**config.mk**
```make
export PLATFORM = sky130hd
export DESIGN_NAME = uraf_rx
export DESIGN_NICKNAME = d
export VERILOG_FILES = /design/src/uraf_pkg.sv /design/src/uraf_match_if.sv /design/src/uraf_addr_match.sv /design/src/uraf_rx.sv
export VERILOG_INCLUDE_DIRS = /design/src
export SDC_FILE = /design/constraint.sdc
export NUM_CORES = 1
export LEC_CHECK = 0
export BUFFER_PORTS_ARGS = -buffer_cell sky130_fd_sc_hd__buf_4
export CORE_MARGIN = 2
export CORE_UTILIZATION = 40
export CTS_CLUSTER_SIZE = 12
export DETAILED_ROUTE_END_ITERATION = 6
export GPL_TIMING_DRIVEN = 1
export PLACE_DENSITY_LB_ADDON = 0.12
export SYNTH_ARGS = -nofsm -noshare
export SYNTH_HDL_FRONTEND = slang
export SYNTH_SLANG_ARGS = --single-unit
```
**constraint.sdc**
```tcl
create_clock -name clk -period 6.2 [get_ports clk]
set_input_delay 1.24 -clock clk [delete_from_list [all_inputs] [get_ports clk]]
set_output_delay 1.24 -clock clk [all_outputs]
set_load 0.1 [all_outputs]
```
**src/uraf_defines.svh**
```systemverilog
// register offsets, field positions and reset values of the receive address filter
`ifndef URAF_DEFINES_SVH
`define URAF_DEFINES_SVH

`define URAF_ADR_W          5
`define URAF_ADR_CTRL       5'h00
`define URAF_ADR_RXBUF      5'h04
`define URAF_ADR_PWR        5'h08
`define URAF_ADR_SLADR      5'h0C
`define URAF_ADR_SMASK      5'h10

`define URAF_CTL_BIT7       7
`define URAF_CTL_MODE_LO    6
`define URAF_CTL_MPE        5
`define URAF_CTL_REN        4
`define URAF_CTL_TX9        3
`define URAF_CTL_RX9        2
`define URAF_CTL_TXF        1
`define URAF_CTL_RXF        0
`define URAF_PWR_FESEL      6

`define URAF_CTRL_RST       8'h00
`define URAF_ADDR_RST       8'h00
`define URAF_CNT_W          4
`define URAF_SMP_A          4'h7
`define URAF_SMP_B          4'h8
`define URAF_SMP_C          4'h9
`define URAF_LAST_IDX_8BIT  4'h9
`define URAF_LAST_IDX_9BIT  4'hA
`define URAF_NINTH_IDX      4'h9

`endif

```
**src/uraf_pkg.sv**
```systemverilog
// types shared by the receive address filter modules
`default_nettype none
package uraf_pkg;

    typedef enum logic [1:0] {
        URAF_MODE_SHIFT,
        URAF_MODE_8BIT_VAR,
        URAF_MODE_9BIT_FIX,
        URAF_MODE_9BIT_VAR
    } uraf_mode_t;

    typedef enum logic {
        URAF_ST_IDLE,
        URAF_ST_FRAME
    } uraf_state_t;

endpackage : uraf_pkg

`default_nettype wire

```
**src/uraf_match_if.sv**
```systemverilog
// carrier between the receiver and its address comparator
`timescale 1ns/1ps
`default_nettype none

interface uraf_match_if;
    logic [7:0] rx_byte;
    logic [7:0] addr;
    logic [7:0] mask;
    logic       hit;

    modport req (output rx_byte, output addr, output mask, input hit);
    modport cmp (input rx_byte, input addr, input mask, output hit);
endinterface : uraf_match_if

`default_nettype wire

```
**src/uraf_addr_match.sv**
```systemverilog
// given and broadcast address comparator
`timescale 1ns/1ps
`default_nettype none

module uraf_addr_match
    import uraf_pkg::*;
(
    uraf_match_if.cmp m
);
    logic [7:0] bcast;
    logic       given_hit;
    logic       bcast_hit;

    always_comb
    begin
        given_hit = (((m.rx_byte ^ m.addr) & m.mask) == 8'h00);
        bcast     = m.addr | m.mask;
        bcast_hit = ((m.rx_byte & bcast) == bcast);
        m.hit     = given_hit | bcast_hit;
    end
endmodule : uraf_addr_match

`default_nettype wire

```
**src/uraf_rx.sv**
```systemverilog
// serial receiver with multiprocessor filter and address recognition, wishbone slave
//
// Design decisions made here: the register addresses and the Wishbone slave port.
`timescale 1ns/1ps
`default_nettype none
`include "uraf_defines.svh"

module uraf_rx
    import uraf_pkg::*;
(
    input  wire logic                   clk,
    input  wire logic                   sys_rst,
    input  wire logic                   wb_cyc_i,
    input  wire logic                   wb_stb_i,
    input  wire logic                   wb_we_i,
    input  wire logic [`URAF_ADR_W-1:0] wb_adr_i,
    input  wire logic [3:0]             wb_sel_i,
    input  wire logic [31:0]            wb_dat_i,
    output logic      [31:0]            wb_dat_o,
    output logic                        wb_ack_o,
    input  wire logic                   rxd_i,
    input  wire logic                   baud_tick16_i,
    output logic                        receive_flag_o
);
    ////////////////////////////////////////////////////////////////////////////
    // pin synchroniser: stage one feeds stage two only
    logic rxd_meta_q;
    logic rxd_sync_q;

    always_ff @(posedge clk)
    begin
        if (sys_rst)
        begin
            rxd_meta_q <= 1'b1;
            rxd_sync_q <= 1'b1;
        end
        else
        begin
            rxd_meta_q <= rxd_i;
            rxd_sync_q <= rxd_meta_q;
        end
    end

    ////////////////////////////////////////////////////////////////////////////
    // register state
    logic [7:0]  ctrl_q, ctrl_d;
    logic        fe_q, fe_d;
    logic        fe_sel_q, fe_sel_d;
    logic [7:0]  rx_buffer_q, rx_buffer_d;
    logic [7:0]  sladr_q, sladr_d;
    logic [7:0]  smask_q, smask_d;
    logic        ack_q, ack_d;
    logic [31:0] rdata_q, rdata_d;

    // receiver state
    uraf_state_t           state_q, state_d;
    logic [`URAF_CNT_W-1:0] cnt_q, cnt_d;
    logic [3:0]            idx_q, idx_d;
    logic                  smp_a_q, smp_a_d;
    logic                  smp_b_q, smp_b_d;
    logic                  rx_last_q, rx_last_d;
    logic [7:0]            data_q, data_d;
    logic                  ninth_q, ninth_d;

    logic       wr;
    logic       wr_ctrl;
    logic       vote;
    logic       start_seen;
    logic       final_pulse;
    logic       accept;
    logic       bad_stop;
    logic [3:0] last_idx;
    logic       nine_bit;
    uraf_mode_t mode;

    uraf_match_if mif ();

    uraf_addr_match u_match (
        .m (mif)
    );

    assign mif.rx_byte = data_q;
    assign mif.addr    = sladr_q;
    assign mif.mask    = smask_q;

    ////////////////////////////////////////////////////////////////////////////
    // receive engine
    always_comb
    begin
        mode       = uraf_mode_t'({ctrl_q[`URAF_CTL_BIT7], ctrl_q[`URAF_CTL_MODE_LO]});
        nine_bit   = mode[1];
        last_idx   = nine_bit ? `URAF_LAST_IDX_9BIT : `URAF_LAST_IDX_8BIT;
        vote       = (smp_a_q & smp_b_q) | (smp_a_q & rxd_sync_q) | (smp_b_q & rxd_sync_q);
        state_d    = state_q;
        cnt_d      = cnt_q;
        idx_d      = idx_q;
        smp_a_d    = smp_a_q;
        smp_b_d    = smp_b_q;
        data_d     = data_q;
        ninth_d    = ninth_q;
        rx_last_d  = baud_tick16_i ? rxd_sync_q : rx_last_q;
        start_seen = 1'b0;
        final_pulse = 1'b0;
        bad_stop   = 1'b0;
        accept     = 1'b0;
        case (state_q)
            URAF_ST_IDLE:
            begin
                // shift mode never enters here, so the multiprocessor bit has no say in it
                if (baud_tick16_i && ctrl_q[`URAF_CTL_REN] && mode != URAF_MODE_SHIFT
                    && rx_last_q && !rxd_sync_q)
                begin
                    start_seen = 1'b1;
                    state_d    = URAF_ST_FRAME;
                    cnt_d      = '0;
                    idx_d      = 4'h0;
                end
            end
            URAF_ST_FRAME:
            begin
                if (!ctrl_q[`URAF_CTL_REN])
                begin
                    state_d = URAF_ST_IDLE;
                end
                else if (baud_tick16_i)
                begin
                    cnt_d = cnt_q + 4'h1;
                    if (cnt_q == `URAF_SMP_A)
                    begin
                        smp_a_d = rxd_sync_q;
                    end
                    if (cnt_q == `URAF_SMP_B)
                    begin
                        smp_b_d = rxd_sync_q;
                    end
                    if (cnt_q == `URAF_SMP_C)
                    begin
                        idx_d = idx_q + 4'h1;
                        if (idx_q == 4'h0 && vote)
                        begin
                            state_d = URAF_ST_IDLE;
                        end
                        else if (idx_q == last_idx)
                        begin
                            final_pulse = 1'b1;
                            bad_stop    = !vote;
                            accept      = !ctrl_q[`URAF_CTL_RXF] && (!ctrl_q[`URAF_CTL_MPE]
                                          || (nine_bit ? (ninth_q && mif.hit) : vote));
                            state_d     = URAF_ST_IDLE;
                        end
                        else if (idx_q == `URAF_NINTH_IDX)
                        begin
                            ninth_d = vote;
                        end
                        else if (idx_q != 4'h0)
                        begin
                            data_d = {vote, data_q[7:1]};
                        end
                    end
                end
            end
            default:
            begin
                state_d = URAF_ST_IDLE;
            end
        endcase
    end

    always_ff @(posedge clk)
    begin
        if (sys_rst)
        begin
            state_q   <= URAF_ST_IDLE;
            cnt_q     <= '0;
            idx_q     <= 4'h0;
            smp_a_q   <= 1'b1;
            smp_b_q   <= 1'b1;
            rx_last_q <= 1'b1;
            data_q    <= 8'h00;
            ninth_q   <= 1'b0;
        end
        else
        begin
            state_q   <= state_d;
            cnt_q     <= cnt_d;
            idx_q     <= idx_d;
            smp_a_q   <= smp_a_d;
            smp_b_q   <= smp_b_d;
            rx_last_q <= rx_last_d;
            data_q    <= data_d;
            ninth_q   <= ninth_d;
        end
    end

    ////////////////////////////////////////////////////////////////////////////
    // wishbone slave: ack one cycle after the strobe, write lands on the ack edge
    always_comb
    begin
        ack_d   = wb_cyc_i && wb_stb_i && !ack_q;
        wr      = wb_cyc_i && wb_stb_i && wb_we_i && ack_q && wb_sel_i[0];
        wr_ctrl = wr && wb_adr_i == `URAF_ADR_CTRL;
        ctrl_d  = ctrl_q;
        fe_d    = fe_q;
        fe_sel_d    = fe_sel_q;
        rx_buffer_d = rx_buffer_q;
        sladr_d = sladr_q;
        smask_d = smask_q;
        if (wr_ctrl)
        begin
            // bit 7 lands in whichever store the select bit points at
            ctrl_d[6:0] = wb_dat_i[6:0];
            if (fe_sel_q)
            begin
                fe_d = wb_dat_i[`URAF_CTL_BIT7];
            end
            else
            begin
                ctrl_d[`URAF_CTL_BIT7] = wb_dat_i[`URAF_CTL_BIT7];
            end
        end
        if (wr && wb_adr_i == `URAF_ADR_PWR)
        begin
            fe_sel_d = wb_dat_i[`URAF_PWR_FESEL];
        end
        if (wr && wb_adr_i == `URAF_ADR_SLADR)
        begin
            sladr_d = wb_dat_i[7:0];
        end
        if (wr && wb_adr_i == `URAF_ADR_SMASK)
        begin
            smask_d = wb_dat_i[7:0];
        end
        // hardware sets win over a software clear in the same cycle
        if (bad_stop)
        begin
            fe_d = 1'b1;
        end
        if (accept)
        begin
            rx_buffer_d            = data_q;
            // eight-bit mode keeps the voted stop bit, even a bad one when the filter is off
            ctrl_d[`URAF_CTL_RX9]  = nine_bit ? ninth_q : vote;
            ctrl_d[`URAF_CTL_RXF]  = 1'b1;
        end
        rdata_d = 32'h0000_0000;
        if (ack_d)
        begin
            case (wb_adr_i)
                `URAF_ADR_CTRL:
                begin
                    rdata_d[7:0] = {fe_sel_q ? fe_q : ctrl_q[`URAF_CTL_BIT7], ctrl_q[6:0]};
                end
                `URAF_ADR_RXBUF:
                begin
                    rdata_d[7:0] = rx_buffer_q;
                end
                `URAF_ADR_PWR:
                begin
                    rdata_d[`URAF_PWR_FESEL] = fe_sel_q;
                end
                `URAF_ADR_SLADR:
                begin
                    rdata_d[7:0] = sladr_q;
                end
                `URAF_ADR_SMASK:
                begin
                    rdata_d[7:0] = smask_q;
                end
                default:
                begin
                    rdata_d = 32'h0000_0000;
                end
            endcase
        end
    end

    always_ff @(posedge clk)
    begin
        if (sys_rst)
        begin
            ctrl_q      <= `URAF_CTRL_RST;
            fe_q        <= 1'b0;
            fe_sel_q    <= 1'b0;
            rx_buffer_q <= 8'h00;
            sladr_q     <= `URAF_ADDR_RST;
            smask_q     <= `URAF_ADDR_RST;
            ack_q       <= 1'b0;
            rdata_q     <= 32'h0000_0000;
        end
        else
        begin
            ctrl_q      <= ctrl_d;
            fe_q        <= fe_d;
            fe_sel_q    <= fe_sel_d;
            rx_buffer_q <= rx_buffer_d;
            sladr_q     <= sladr_d;
            smask_q     <= smask_d;
            ack_q       <= ack_d;
            rdata_q     <= rdata_d;
        end
    end

    assign wb_ack_o       = ack_q;
    assign wb_dat_o       = rdata_q;
    assign receive_flag_o = ctrl_q[`URAF_CTL_RXF];
endmodule : uraf_rx

`default_nettype wire

```
### After elaboration in Yosys (flattened, before gate mapping)

Index checks and enable logic that the tools add are counted.

* $add $sub $neg: 2
* $mul: 0
* divide/modulo/power cells: 0
* order comparisons: 0
* equality and inequality tests: 14
* shift operators: 0
* muxes and demuxes: 40
* bitwise logic cells: 16
* reduce and logical (&&, ||, !) cells: 39

Operators by type and width (number)
* $mux W1: 26
* $mux W4: 6
* $pmux W6 S4: 1
* $and A8 B8 Y8: 2
* $logic_and A1 B1 Y1: 16
* $pmux W4 S2: 2
* $eq A4 B4 Y1 const B: 3
* $reduce_and A4 Y1: 3
* $eq A5 B4 Y1 const B: 2
* $add A4 B1 Y4 const B: 2
* $eq A8 B8 Y1: 1
* $logic_not A8 Y1: 1
* $or A8 B8 Y8: 1
* $reduce_and A8 Y1: 1
* $reduce_bool A2 Y1: 4
* $xor A8 B8 Y8: 1
* $reduce_and A7 Y1: 1
* $ne A2 B2 Y1 const B: 3
* $not A1 Y1: 6
* $eq A5 B3 Y1 const B: 1
* $eq A5 B5 Y1 const B: 1
* $logic_not A1 Y1: 5
* $logic_not A5 Y1: 1
* $pmux W1 S5: 1
* other kinds (15): 20

* bits in registers: 90
* latch bits: 0
* RAM bits: 0
* bits in read-only memories: 0
* input bits: 48
* logic and storage cells: 132
* memories kept: 0

### Logic depth before layout (Yosys ltp)

* depth in word-level cells: 15
* depth in mapped cells: 8
* depth with buffers taken out: 7

### Cells and area by module

From an unflattened synthesis, not the netlist that was laid out.

* cells, all modules: 367
* area, all modules: 3219.3 um^2

Modules (own cells, without submodules)
* uraf_rx: instances 1, cells an instance 341, area each 3034.2 um^2
* uraf_addr_match: instances 1, cells an instance 26, area each 185.2 um^2

### Worst setup path after synthesis

OpenSTA, ideal clock, no wires.

* path type: input -> register
* from: input port baud_tick16_i
* to: register ctrl_q[2]
* arrival time: 2.679 ns
* data required time: 6.079 ns
* path slack: 3.400 ns
* cell stages on the path: 6
* cell sequence: nand4b_1 a211o_1 or3b_1 a221oi_2 buf_6 mux2_4

* word-level cells in the longest chain between the ends: 4
* elaborated cells on any way between the ends: 5

RTL lines
* from (decl): line uraf_rx.sv:22 `input wire logic baud_tick16_i,`
* $mux W1 (*): line uraf_rx.sv:125 `else if (baud_tick16_i)`
* $mux W1 (*): line uraf_rx.sv:121 `` if (!ctrl_q[`URAF_CTL_REN]) ``
* $mux W1 (*): line uraf_rx.sv:106 `case (state_q)`
* $mux W1 / $reduce_bool A2 Y1 (equally long branches)
* to (signal assigned): line uraf_rx.sv:281 `` ctrl_q <= `URAF_CTRL_RST; ``
* to (signal assigned): line uraf_rx.sv:292 `ctrl_q <= ctrl_d;`
* to (decl): line uraf_rx.sv:46 `logic [7:0] ctrl_q, ctrl_d;`

Every way passes the cells marked *; elsewhere a longest branch is shown, timed or not.
A chain may end at the register's enable or synchronous reset.

### Worst setup path in the final report

Same ends and word-level chain as after synthesis.

==> summary.txt <==
Outcome
  – Status: completed

Timing
  – Worst slew pin tran: 1.23 ns
  – Finish-stage setup viols: 0
  – Highest Clock Rate: between 0.3 and 0.4 GHz
  – Fin crit share: 52.6%
  – RSZ-0062 raised after global routing: false
  – Max Slew Vio Count: 0
  – Setup WS post-layout: between 2 and 3 ns
  – Fin Clk Skew: 0.00970 ns
  – Max transition margin: 18.3%
  – Min cycle time layout: 3.26 ns
  – Final Hold Viols: 0
  – Setup TNS: 0 ns

Setup path
  – R2r endpoint: ctrl_q[2]$_SDFFE_PP0P_
  – Crit path capture type: register
  – Worst EP required: 6.43 ns
  – FF-to-FF setup slack: between 3 and 4 ns
  – Crit-path max FO: 10
  – Worst Setup SP: baud_tick16_i
  – R2R cell count: 7
  – CP startpoint kind: input port
  – Worst r2r src: idx_q[0]$_SDFFE_PP0P_
  – Setup CP Type: input port to register
  – Critical Path End: ctrl_q[2]$_SDFFE_PP0P_
  – Worst EP arrival: 3.50 ns

Yosys
  – Synth Instances: 387
  – Number of synthesized flops with an enable pin: 0
  – Primary FF master, synth: dfxtp_1
  – Warnings from Yosys: 0
  – Library cells used by synthesis: 53
  – Seq/Total Area, Yosys: 39.6%
  – Cell Area, Synth: 3330 um2
  – Async SR Flop Fraction: 0%
  – Synth Register Bits: 66
  – Avg Cell Area, Syn: ~8.6 um2

Floorplanning
  – Die Span Y: 95.3 um
  – Die W: 95.3 um
  – Rows: 33
  – I/O Pins: ~80
  – Starting Density: 41.0%
  – Die ar.: 9080 um2
  – Core area: 8130 um2

Global route
  – Wire length of the first global-routing pass: 12400 um
  – Initial antenna violation count: 0
  – GR Util met1: 24.0%
  – Pin count of the biggest net entering global routing: 65
  – Vias in the first global route: 2480
  – GR peak layer: met2
  – Total gr overflow: 0
  – Grt met2 use: 27.2%
  – M3 GR Usage: 4.19%
  – GRT Overall Usage: around 18%

Layout
  – Most frequent cells in the layout: dfxtp_1 (66), nand2_1 (45), a21oi_1 (37), nor2_1 (32), buf_4 (31)
  – # diodes: 0
  – Layout cells sized above 1: 16.1%
  – Final nets: around 460
  – Fillers: 781
  – Area grow syn2layout: 12.4%
  – Most common cell after layout, fill and taps aside: dfxtp_1

Power and ir drop
  – Combinational power share: 10.3%
  – Switching share of power: 26.6%
  – Clock share of power: 43.4%
  – Peak VDD IR: 0.000119 V
  – Sequential share of power: between 40% and 50%
  – Power Density: about 250 nW/um2
  – Pleak: between 1 and 1.5 nW
  – Net Sw Power: 0.000245 W
  – Total internal power: 0.000675 W

Job
  – Max Cap Violations: 0

Route
  – Post-route ant nets: 0
  – Drt first pass iters: 5
  – Routed len/inst: between 10 and 15 um
  – Number of DRC markers in iteration 0: 146
  – Vias: 2647
  – Routed wire length: 7490 um
  – Vias per Instance: 5.09
  – DRC viols: 0

CTS
  – Inserted Clock Buffers: 9
  – Clk buf depth: 2
  – Worst skew pair latency: 0.34 ns
  – Root buf cell: clkbuf_8
  – TritonCTS clock tree: done
  – Hold-fix buffers, CTS: 0
  – Post_cts resized: 0
  – Clock sink count: 66
  – Reg clk slew, reported paths: 0.07 ns
  – H-tree depth: 3
  – Setup repair bufs after CTS: 0

Placement
  – IO buf count: 30
  – GP Congestion: 0.806
  – DP HPWL: ~5300 um
  – DP Worst Slack: 2.59 ns

Worst hold path
  – Hold/Removal Path Class: register to register
[metrics by stage]
stage / hold slack [ns] / total power [W] / std cells / instance area (um2) / utilization, %
after floorplan: 0.389 / 0.000526 / 410 / 3420 / -
after detailed placement: 0.398 / 0.000531 / 504 / 3530 / 43.4
after global routing: 0.421 / 0.000957 / 520 / 3750 / 46.1
after CTS: 0.418 / 0.000933 / 520 / 3750 / 46.1
after global placement: 0.391 / 0.000530 / 504 / 3530 / 43.4
final: 0.413 / 0.000920 / 520 / 3750 / 46.1
[critical path, stage by stage]
cell,delay (ns)
buf_4,0.11
nand4b_1,0.15
a211o_1,0.31
or3b_1,0.42
a221oi_2,0.91
mux2_4,0.35
[worst min path at each step]
| stage | from | end | slack, ns | cells after the start |
|---|---|---|---|---|
| finish | rxd_meta_q$_SDFF_PP1_ | rxd_sync_q$_SDFF_PP1_ | 0.41 | 1 |
| detailed placement | rxd_meta_q$_SDFF_PP1_ | rxd_sync_q$_SDFF_PP1_ | 0.40 | 1 |
| CTS | rxd_meta_q$_SDFF_PP1_ | rxd_sync_q$_SDFF_PP1_ | 0.42 | 1 |
| global route | rxd_meta_q$_SDFF_PP1_ | rxd_sync_q$_SDFF_PP1_ | 0.42 | 1 |
| global placement | rxd_meta_q$_SDFF_PP1_ | rxd_sync_q$_SDFF_PP1_ | 0.39 | 1 |
| floorplan | rxd_meta_q$_SDFF_PP1_ | rxd_sync_q$_SDFF_PP1_ | 0.39 | 1 |
[kinds of logic (layout without fill, tap and decap cells)]
family,after synthesis,in the layout,synth area share [%]
buf+inv,47,52,8.22
fa+ha+maj,7,7,2.59
flops,66,66,39.6
mux,30,30,9.53
xor+xnor,12,12,3.15
compound gates,77,77,15.0
other cells,1,24,0.112
simple gates,147,147,21.8
[cell usage after synthesis, types with 2 or more instances]
library cell | count | area share (%)
or3_1 | 2 | 0.38
buf_4 | 24 | 5.4
nor3b_1 | 2 | 0.45
o21bai_1 | 3 | 0.68
inv_1 | 5 | 0.56
ha_1 | 6 | 2.3
dfxtp_1 | 66 | 40
o2111ai_1 | 2 | 0.53
or3b_1 | 2 | 0.53
nor4_1 | 2 | 0.38
xor2_1 | 12 | 3.2
o21ai_0 | 3 | 0.45
a21boi_0 | 2 | 0.45
nand3_1 | 19 | 2.9
o22ai_1 | 2 | 0.38
and4b_1 | 2 | 0.60
nor3_1 | 3 | 0.45
a22oi_1 | 12 | 2.7
nand2_1 | 45 | 5.1
mux2i_1 | 19 | 5.7
or2_2 | 4 | 0.75
and2_1 | 2 | 0.38
clkbuf_1 | 17 | 1.9
a21oi_1 | 37 | 5.6
mux2_2 | 10 | 3.4
nor2_1 | 32 | 3.6
o211ai_1 | 3 | 0.68
nand2b_1 | 20 | 3.8
a211oi_1 | 2 | 0.45
and3_1 | 4 | 0.75
[power by group through the flow]
stage,Clock [W],Sequential (W),Combinational (W)
after floorplan,0,0.000437,0.0000888
after global placement,0,0.000436,0.0000947
after CTS,0.000412,0.000426,0.0000947
after global routing,0.000432,0.000426,0.0000989
after detailed placement,0,0.000436,0.0000948
final,0.000399,0.000426,0.0000949
[per-layer routing]
| layer | vias up | wire [um] |
|---|---|---|
| met5 | - | 0 |
| met4 | 0 | 110 |
| met3 | 10 | 443 |
| met2 | 75 | 3350 |
| met1 | 1218 | 3580 |
| li1 | 1344 | - |
[layout make-up]
class | count | area (um2) | area share, %
multi-input cells | 297 | 1830 | 48.7
inverters | 5 | 18.8 | 0.501
flip-flops and latches | 66 | 1320 | 35.2
repair buffers | 31 | 233 | 6.21
clock inverters | 5 | 77.6 | 2.07
clock buffers | 11 | 141 | 3.77
well taps | 105 | 131 | 3.50
[state kept, by name, indices dropped and copies added (netlist names), 4 cells and up]
register	count
mif.mask	8
rx_buffer_q	8
cnt_q	4
idx_q	4
wb_dat_o	8
mif.addr	8
ctrl_q	8
data_q	8
(Power assumes the default switching activity.)
